<file path="config.mk">
export PLATFORM = sky130hd
export DESIGN_NAME = pmcs_switch
export DESIGN_NICKNAME = d
export VERILOG_FILES = /design/src/inc/pmcs_pkg.sv /design/src/logic/pmcs_tick_sel.sv /design/src/logic/pmcs_ready_delay.sv /design/src/logic/pmcs_switch.sv
export VERILOG_INCLUDE_DIRS = /design/src /design/src/inc
export SDC_FILE = /design/constraint.sdc
export NUM_CORES = 1
export LEC_CHECK = 0
export BUFFER_PORTS_ARGS = -buffer_cell sky130_fd_sc_hd__buf_2
export CAP_MARGIN = 20
export CORE_MARGIN = 5
export CORE_UTILIZATION = 55
export CTS_BUF_LIST = sky130_fd_sc_hd__clkbuf_2
export DETAILED_ROUTE_END_ITERATION = 12
export MAX_ROUTING_LAYER = met4
export PLACE_DENSITY_LB_ADDON = 0.15
export SLEW_MARGIN = 30
export SYNTH_ARGS = -nofsm -noshare
export SYNTH_HDL_FRONTEND = slang
export SYNTH_HIERARCHICAL = 1
export SYNTH_SLANG_ARGS = --single-unit
</file>
<file path="constraint.sdc">
create_clock -name i_clk -period 2.71 [get_ports i_clk]
set_input_delay 0.542 -clock i_clk [delete_from_list [all_inputs] [get_ports i_clk]]
set_output_delay 0.542 -clock i_clk [all_outputs]
set_load 0.1 [all_outputs]
</file>
<file path="src/inc/pmcs_cfg.svh">
// Encodings, field positions, reset values and timing counts of the switch
`ifndef PMCS_CFG_SVH
`define PMCS_CFG_SVH

// Clock source select encodings
`define PMCS_SRC_RC0       2'b00
`define PMCS_SRC_SEC       2'b01
`define PMCS_SRC_PRI       2'b10
`define PMCS_SRC_RC        2'b11

// Oscillator control status image field positions
`define PMCS_IDLE_SEL_BIT  7
`define PMCS_PRIMARY_RUN_MODE_BIT   3
`define PMCS_SCS_HI_BIT    1
`define PMCS_SCS_LO_BIT    0

// Secondary timer control status image field position
`define PMCS_SEC_ACT_BIT   6

// Reset values
`define PMCS_RST_STATUS    8'h00

// Switch timing in source ticks
`define PMCS_OLD_TICKS     3'd2
`define PMCS_NEW_TICKS     3'd3

// Clock rate and CPU ready delay
`define PMCS_CLK_MHZ       50
`define PMCS_CPU_READY_NS  1000
`define PMCS_CPU_READY_CYC ((`PMCS_CPU_READY_NS * `PMCS_CLK_MHZ) / 1000)

`endif

</file>
<file path="src/inc/pmcs_pkg.sv">
// Types shared by the power mode clock switch
package pmcs_pkg;

  typedef enum logic [2:0] {
    PMCS_RUN    = 3'h0,
    PMCS_SW_OLD = 3'h1,
    PMCS_SW_NEW = 3'h3,
    PMCS_IDLE   = 3'h2,
    PMCS_SLEEP  = 3'h6,
    PMCS_WAKE   = 3'h7,
    PMCS_DELAY  = 3'h5,
    PMCS_SPARE  = 3'h4
  } pmcs_state_t;

  typedef logic [1:0] pmcs_src_t;

endpackage

</file>
<file path="src/logic/pmcs_tick_sel.sv">
// Picks the ticks of the old and new clock sources and the readiness of the new one
`timescale 1ns/10ps
`include "pmcs_cfg.svh"
module pmcs_tick_sel
  import pmcs_pkg::*;
(
  // Source ticks and readiness
  input  wire logic      i_pri_tick,
  input  wire logic      i_sec_tick,
  input  wire logic      i_rc_tick,
  input  wire logic      i_pri_ready,
  input  wire logic      i_sec_running,
  // Selection
  input  wire pmcs_src_t i_old_src,
  input  wire pmcs_src_t i_new_src,
  // Selected
  output logic           o_old_tick,
  output logic           o_new_tick,
  output logic           o_new_ready
);

  function automatic logic pick(input pmcs_src_t s, input logic p,
                                input logic c, input logic r);
    case (s)
      `PMCS_SRC_PRI: pick = p;
      `PMCS_SRC_SEC: pick = c;
      default:       pick = r;
    endcase
  endfunction

  always_comb begin
    o_old_tick  = pick(i_old_src, i_pri_tick, i_sec_tick, i_rc_tick);
    o_new_tick  = pick(i_new_src, i_pri_tick, i_sec_tick, i_rc_tick);
    // The RC source is taken as always ready, whatever its enable
    o_new_ready = pick(i_new_src, i_pri_ready, i_sec_running, 1'b1);
  end

endmodule

</file>
<file path="src/logic/pmcs_ready_delay.sv">
// Counts the CPU ready delay after a wake event
`timescale 1ns/10ps
`include "pmcs_cfg.svh"
module pmcs_ready_delay #(
  parameter int CYCLES = `PMCS_CPU_READY_CYC
) (
  // Clock and reset
  input  wire logic i_clk,
  input  wire logic i_rst,
  // Control
  input  wire logic i_start,
  output logic      o_done
);

  localparam int W = (CYCLES > 1) ? $clog2(CYCLES + 1) : 1;

  typedef struct packed {
    logic [W-1:0] cnt;
    logic         busy;
  } pmcs_dly_t;

  pmcs_dly_t r;
  pmcs_dly_t next_r;

  always_comb begin
    next_r = r;
    if (i_start) begin
      next_r.busy = 1'b1;
      next_r.cnt  = '0;
    end else if (r.busy) begin
      // Count parks at its end value, so it never wraps
      if (r.cnt >= W'(CYCLES - 1)) begin
        next_r.busy = 1'b0;
      end else begin
        next_r.cnt = r.cnt + 1'b1;
      end
    end
  end

  always_ff @(posedge i_clk) begin
    if (i_rst) begin
      r <= '0;
    end else begin
      r <= next_r;
    end
  end

  // Done read from the count saves the edge a registered flag would cost
  assign o_done = r.busy && (r.cnt >= W'(CYCLES - 1));

endmodule

</file>
<file path="src/logic/pmcs_switch.sv">
// Power mode and clock source switching controller
`timescale 1ns/10ps
`include "pmcs_cfg.svh"
module pmcs_switch
  import pmcs_pkg::*;
#(
  parameter int CPU_READY_CYC = `PMCS_CPU_READY_CYC
) (
  // Clock and reset
  input  wire logic       i_clk,
  input  wire logic       i_rst,
  // Software control bits
  input  wire logic [1:0] i_clock_source_select,
  input  wire logic       i_idle_select,
  input  wire logic       i_secondary_osc_enable,
  input  wire logic       i_sleep,
  // Configuration
  input  wire logic       i_two_speed_en,
  input  wire logic       i_fail_safe_en,
  input  wire logic       i_watchdog_en,
  // Wake events
  input  wire logic       i_wake_irq,
  input  wire logic       i_watchdog_timeout,
  // Oscillator ticks and readiness
  input  wire logic       i_pri_tick,
  input  wire logic       i_sec_tick,
  input  wire logic       i_rc_tick,
  input  wire logic       i_pri_ready,
  input  wire logic       i_sec_running,
  // Gated clock enables
  output logic            o_cpu_tick,
  output logic            o_periph_tick,
  // Oscillator enables
  output logic            o_pri_osc_en,
  output logic            o_sec_osc_en,
  output logic            o_rc_osc_en,
  // Status
  output logic            o_primary_clock_running,
  output logic            o_secondary_clock_active,
  output logic [7:0]      o_osc_status,
  output logic [7:0]      o_timer_status,
  output pmcs_state_t     o_state
);

  ////////////////////////////////////////////////////////////////////////////

  typedef struct packed {
    pmcs_state_t state;
    pmcs_src_t   cur_src;
    pmcs_src_t   new_src;
    logic [2:0]  cnt;
    logic        refused;
    logic [1:0]  scs_prev;
    logic        pri_flag;
    logic        sec_flag;
    logic        cpu_tick;
    logic        per_tick;
    logic        pri_en;
    logic        rc_en;
    logic        sec_en;
    logic        delay_go;
    logic [7:0]  osc_stat;
    logic [7:0]  tmr_stat;
  } pmcs_regs_t;

  pmcs_regs_t r;
  pmcs_regs_t next_r;

  logic      old_tick;
  logic      new_tick;
  logic      new_ready;
  logic      delay_done;
  logic      wake;
  pmcs_src_t target;

  ////////////////////////////////////////////////////////////////////////////

  pmcs_tick_sel u_tick_sel (
    .i_pri_tick    (i_pri_tick),
    .i_sec_tick    (i_sec_tick),
    .i_rc_tick     (i_rc_tick),
    .i_pri_ready   (i_pri_ready),
    .i_sec_running (i_sec_running),
    .i_old_src     (r.cur_src),
    .i_new_src     (r.new_src),
    .o_old_tick    (old_tick),
    .o_new_tick    (new_tick),
    .o_new_ready   (new_ready)
  );

  pmcs_ready_delay #(
    .CYCLES (CPU_READY_CYC)
  ) u_ready_delay (
    .i_clk   (i_clk),
    .i_rst   (i_rst),
    .i_start (r.delay_go),
    .o_done  (delay_done)
  );

  ////////////////////////////////////////////////////////////////////////////

  function automatic pmcs_src_t norm_src(input logic [1:0] s);
    // A cleared select also means the internal RC source
    norm_src = (s == `PMCS_SRC_RC0) ? `PMCS_SRC_RC : s;
  endfunction

  function automatic logic src_tick(input pmcs_src_t s);
    case (s)
      `PMCS_SRC_PRI: src_tick = i_pri_tick;
      `PMCS_SRC_SEC: src_tick = i_sec_tick;
      default:       src_tick = i_rc_tick;
    endcase
  endfunction

  assign target = norm_src(i_clock_source_select);
  assign wake   = i_wake_irq | i_watchdog_timeout;

  ////////////////////////////////////////////////////////////////////////////

  always_comb begin
    next_r          = r;
    next_r.cpu_tick = 1'b0;
    next_r.per_tick = 1'b0;
    next_r.delay_go = 1'b0;
    next_r.scs_prev = i_clock_source_select;

    // Refusal holds only while the select stays where it was written
    if (i_clock_source_select != r.scs_prev) begin
      next_r.refused = (target == `PMCS_SRC_SEC) &&
                       !i_secondary_osc_enable;
    end

    case (r.state)
      PMCS_RUN: begin
        next_r.cpu_tick = src_tick(r.cur_src);
        next_r.per_tick = src_tick(r.cur_src);
        if (i_sleep) begin
          if (i_idle_select) begin
            next_r.state = PMCS_IDLE;
          end else begin
            next_r.state    = PMCS_SLEEP;
            next_r.pri_flag = 1'b0;
            next_r.sec_flag = 1'b0;
          end
        end else if (target != r.cur_src && !next_r.refused) begin
          // Old source keeps clocking while primary warms up
          if (target != `PMCS_SRC_PRI || i_pri_ready) begin
            next_r.state   = PMCS_SW_OLD;
            next_r.new_src = target;
            next_r.cnt     = '0;
          end
        end
      end

      PMCS_SW_OLD: begin
        // Clocks stop on a tick boundary, so no runt pulse escapes
        if (old_tick) begin
          next_r.cnt = r.cnt + 3'd1;
          if (r.cnt + 3'd1 >= `PMCS_OLD_TICKS) begin
            next_r.state = PMCS_SW_NEW;
            next_r.cnt   = '0;
          end
        end
      end

      PMCS_SW_NEW: begin
        // Device clocks held off until the new source oscillates
        if (new_ready && new_tick) begin
          next_r.cnt = r.cnt + 3'd1;
          if (r.cnt + 3'd1 >= `PMCS_NEW_TICKS) begin
            next_r.state    = PMCS_RUN;
            next_r.cur_src  = r.new_src;
            next_r.pri_flag = (r.new_src == `PMCS_SRC_PRI);
            next_r.sec_flag = (r.new_src == `PMCS_SRC_SEC);
          end
        end
      end

      PMCS_IDLE: begin
        next_r.per_tick = src_tick(r.cur_src);
        if (wake) begin
          next_r.state    = PMCS_DELAY;
          next_r.delay_go = 1'b1;
        end
      end

      PMCS_SLEEP: begin
        // CPU and peripheral ticks stay off; the select is read again only on wake
        if (wake) begin
          next_r.state = PMCS_WAKE;
        end
      end

      PMCS_WAKE: begin
        if (i_two_speed_en || i_fail_safe_en) begin
          // Run from RC now; the run state switches when primary is ready
          next_r.state    = PMCS_DELAY;
          next_r.delay_go = 1'b1;
          next_r.cur_src  = `PMCS_SRC_RC;
          next_r.pri_flag = 1'b0;
          next_r.sec_flag = 1'b0;
        end else begin
          // Select may have moved during Sleep, so settle on it first
          next_r.new_src = target;
          if (new_ready && r.new_src == target) begin
            next_r.state    = PMCS_DELAY;
            next_r.delay_go = 1'b1;
            next_r.cur_src  = target;
            next_r.pri_flag = (target == `PMCS_SRC_PRI);
            next_r.sec_flag = (target == `PMCS_SRC_SEC);
          end
        end
      end

      PMCS_DELAY: begin
        next_r.per_tick = src_tick(r.cur_src);
        if (delay_done) begin
          next_r.state = PMCS_RUN;
        end
      end

      default: begin
        next_r.state = PMCS_RUN;
      end
    endcase

    // Primary stays on only where it clocks, warms up, or idles
    next_r.pri_en = (next_r.state != PMCS_SLEEP) &&
                    (next_r.cur_src == `PMCS_SRC_PRI ||
                     target == `PMCS_SRC_PRI);
    next_r.sec_en = i_secondary_osc_enable;
    next_r.rc_en  = i_watchdog_en || i_fail_safe_en ||
                    (next_r.state != PMCS_SLEEP &&
                     next_r.cur_src == `PMCS_SRC_RC);

    // Select bits echo software only; hardware never writes them
    next_r.osc_stat                    = `PMCS_RST_STATUS;
    next_r.osc_stat[`PMCS_IDLE_SEL_BIT] = i_idle_select;
    next_r.osc_stat[`PMCS_PRIMARY_RUN_MODE_BIT]  = next_r.pri_flag;
    next_r.osc_stat[`PMCS_SCS_HI_BIT]   =
      i_clock_source_select[1];
    next_r.osc_stat[`PMCS_SCS_LO_BIT]   =
      i_clock_source_select[0];
    next_r.tmr_stat                    = `PMCS_RST_STATUS;
    next_r.tmr_stat[`PMCS_SEC_ACT_BIT]  = next_r.sec_flag;
  end

  ////////////////////////////////////////////////////////////////////////////

  always_ff @(posedge i_clk) begin
    if (i_rst) begin
      r          <= '0;
      r.state    <= PMCS_RUN;
      r.cur_src  <= i_two_speed_en ? `PMCS_SRC_RC : `PMCS_SRC_PRI;
      r.new_src  <= `PMCS_SRC_PRI;
      r.pri_flag <= !i_two_speed_en;
      r.pri_en   <= 1'b1;
      r.rc_en    <= 1'b1;
    end else begin
      r <= next_r;
    end
  end

  ////////////////////////////////////////////////////////////////////////////

  assign o_cpu_tick               = r.cpu_tick;
  assign o_periph_tick            = r.per_tick;
  assign o_pri_osc_en             = r.pri_en;
  assign o_sec_osc_en             = r.sec_en;
  assign o_rc_osc_en              = r.rc_en;
  assign o_primary_clock_running  = r.pri_flag;
  assign o_secondary_clock_active = r.sec_flag;
  assign o_osc_status             = r.osc_stat;
  assign o_timer_status           = r.tmr_stat;
  assign o_state                  = r.state;

endmodule

</file>
==> impl_metrics.py <==
metrics = {
    "layout": {
        "num-nets-final": 303,
        "drive_gt1_share_pct": 20.4,
        "stdcell_count": 323,
        "n_antenna_cell": 0,
        "syn_to_final_growth_pct": 5.84,
    },
    "logic_synthesis": {
        "synth_edf_count": 0,
        "syn-cell-area_um2": 2100,
        "synthAdderAreaFrac_pct": 7.16,
        "synth_area_leaders": "dfxtp_1 (29%), ha_1 (7.2%), buf_4 (6.8%)",
        "synth_top_area_share_pct": 28.6,
        "async_flop_share_pct": 0,
        "yosys_warnings": 6,
        "synth_mux_area_share_pct": 3.94,
        "ys_ff_latch": 30,
        "postSynthAreaPerCell_um2": 8.33,
        "synth_compound_area_share_pct": 24.4,
        "ys.flop_type": "dfxtp_1",
        "ys_types": 64,
        "synthSimpleGateAreaFrac_pct": 21.8,
        "yosysSeqAreaShare_pct": 28.6,
        "synth_top_family_by_area": "compound AO/OA/AOI/OAI gates",
        "synth_cells": 252,
        "synth_top_area_cell": "dfxtp_1",
        "synth_xor_area_share_pct": 2.09,
    },
    "clock_tree": {
        "hold_buffers": 0,
        "clockBufferDepth": 2,
        "cts_tree": "built",
        "htree_num_levels": 2,
        "clk_pin_slew_ns": 0.16,
        "cts.sinks": 30,
        "root_buffer": "clkbuf_2",
        "numCtsBuffers": 5,
        "insertion_delay_ns": 0.39,
    },
    "pwr": {
        "p_total_w": 0.00184,
        "power.switching_w": 0.000986,
        "intPower_w": 0.000850,
        "sw_frac_of_total_pct": 53.7,
        "ir_worst_vdd_v": 0.000435,
        "p_seq_share_pct": 34.0,
        "p_leak_nw": 0.962,
        "comb_power_share_pct": 53.7,
        "power-per-cell-area_nw_per_um2": 827,
        "p_clk_share_pct": 12.3,
    },
    "critical_path": {
        "cp.arrival_ns": 2.76,
        "cp-end-kind": "flop",
        "worst-r2r-setup-slack_ns": 0.24,
        "critPathMaxFanout": 11,
        "cp_slowest_cell": "dfxtp_2",
        "cp.required_ns": 3.00,
        "path_cells": "inv_1 -> ha_1 -> a221o_1 -> nand2_1 -> a21oi_1 -> o22a_1 -> o21a_1 -> nand3_1 -> a31o_1",
        "max_stage_delay_ns": 0.47,
        "critPathLaunchType": "flop",
        "rr_worst_depth": 9,
        "critical_path.top_delay_family": "compound AO/OA/AOI/OAI gates",
        "crit_type": "reg -> reg",
        "critPathBufInv": 1,
        "crit_cells": 9,
    },
    "timing": {
        "fin_hold_ws_ns": 0.371,
        "max_freq_ghz": 0.404,
        "clock_skew_ns": 0.0123,
        "setup_viol": 0,
        "slew_headroom_pct": 58.0,
        "finalSetupTns_ns": 0,
        "hold_violations": 0,
        "fin_crit_sh_pct": 91.2,
        "slew_viol_final": 0,
        "tightest_slew_ns": 0.630,
        "rsz0062_at_grt": "false",
        "fin_crit_ns": 2.47,
    },
    "worst_hold_path": {
        "hold_depth": 2,
        "hold_class": "in -> reg",
    },
    "floorplan": {
        "initial_utilization_pct": 56.9,
        "rows": 22,
        "chipWidth_um": 71.8,
        "die_height_um": 71.8,
        "coreArea_um2": 3690,
        "die-area_um2": 5150,
        "boundaryPins": 43,
    },
    "route": {
        "firstDrtPassIters": 4,
        "wl_per_cell_um": 15.3,
        "drt_iter0_markers": 112,
        "routed_via_density": 5.76,
        "via_count": 1861,
        "drc_errors": 0,
        "detail-route-antenna-nets": 0,
        "wirelength_um": 4940,
    },
    "global_routing": {
        "antenna_found_initial": 0,
        "grt_max_degree": 22,
        "grt_pass1_wl_um": 7830,
        "grt_usage_pct": 19.9,
        "grt_overflow": 0,
        "grt_pass1_vias": 1644,
    },
    "placement": {
        "gp_congestion": 0.884,
        "portBuffers": 31,
        "hpwl_um": 3710,
        "dp_cells": 315,
    },
    "outcome": {
        "outcome": "finished clean",
    },
    "run": {
        "maxCapViolCount": 0,
    },
}
-- final cells by class --
| class | instances | area, µm² |
|---|---|---|
| Multi-Input combinational cell | 188 | 1290 |
| Tap cell | 48 | 60.1 |
| Sequential cell | 30 | 602 |
| Clock buffer | 6 | 30.0 |
| Inverter | 15 | 56.3 |
| Fill cell | 337 | 1470 |
| Timing Repair Buffer | 34 | 178 |
| Clock inverter | 2 | 8.76 |
-- final timing paths --
kind	from	endpoint
max	r[30]	o_rc_osc_en
min	i_idle_select	o_osc_status[7]
max reg2reg	r[30]	o_rc_osc_en
min reg2reg	u_ready_delay/r[2]	u_ready_delay/r[2]
-- metrics by stage --
step,area (µm²),util [%],setup slack [ns]
2_1_floorplan,2140,-,0.611
3_3_place_gp,2180,59.1,0.300
3_5_place_dp,2180,59.1,0.181
6_report,2220,60.2,0.238
4_1_cts,2220,60.2,0.165
5_1_grt,2220,60.2,0.0537
-- layout by cell type (no fill, tap or decap), types with 3 or more instances in the layout --
cell type and n:
buf_2 31, dfxtp_1 29, nand2_1 23, nor2_1 17, inv_1 14, ha_1 12
conb_1 11, o21ai_0 10, nand2b_1 7, a21oi_1 7, nand3_1 7, nor3_1 6
mux2i_1 6, clkbuf_2 6, xnor2_1 5, a211oi_1 5, o21a_1 4, a31oi_1 4
nor2b_1 4, o22ai_1 3, nor3b_1 3, a22oi_1 3, o211a_1 3, buf_4 3
-- synthesized netlist by cell type (4+ instances only) --
library cell,number
a211oi_1,5
a21oi_1,7
a31oi_1,4
buf_2,4
buf_4,19
clkbuf_1,4
dfxtp_1,30
ha_1,12
inv_1,14
mux2i_1,6
nand2_1,23
nand2b_1,7
nand3_1,7
nor2_1,17
nor2b_1,4
nor3_1,6
o21a_1,4
o21ai_0,10
xnor2_1,5
-- sequential cells by signal, summed over array words and instances (netlist names), 3 cells and up, named ones only --
name / cells
o_state: 3
u_ready_delay/r: 7
r: 10
o_osc_status: 3
-- logic make-up (layout without fill, tap and decap cells) --
group | after synthesis | count (layout)
adder cells (fa/ha/maj) | 12 | 12
multiplexers | 8 | 8
flip-flops | 30 | 30
XOR/XNOR | 5 | 5
AND/OR/NAND/NOR | 85 | 85
other | 1 | 11
buffers and inverters | 44 | 57
AO/OA/AOI/OAI | 67 | 67
-- routing by layer --
| metal | global-route usage, % | wire length, µm | vias to the layer above |
|---|---|---|---|
| met5 | - | 0 | - |
| met4 | 10.2 | 123 | 0 |
| met3 | 4.21 | 280 | 12 |
| met2 | 29.3 | 2310 | 68 |
| met1 | 25.6 | 2220 | 864 |
| li1 | - | - | 917 |
-- repair_timing --
action / 4_1_cts / 5_1_grt
gates resized for setup: 0 / 1
buffers inserted: 0 / 0
setup endpoints to repair: 0 / 4
-- power groups by stage --
stage          Sequential, W  Combinational (W)  Clock (W)
3_5_place_dp        0.000629           0.000980          0
4_1_cts             0.000618           0.000983   0.000232
2_1_floorplan       0.000684           0.000805          0
3_3_place_gp        0.000626           0.000977          0
5_1_grt             0.000637            0.00105   0.000246
6_report            0.000623           0.000986   0.000227
Power figures use the tool's default switching activity.
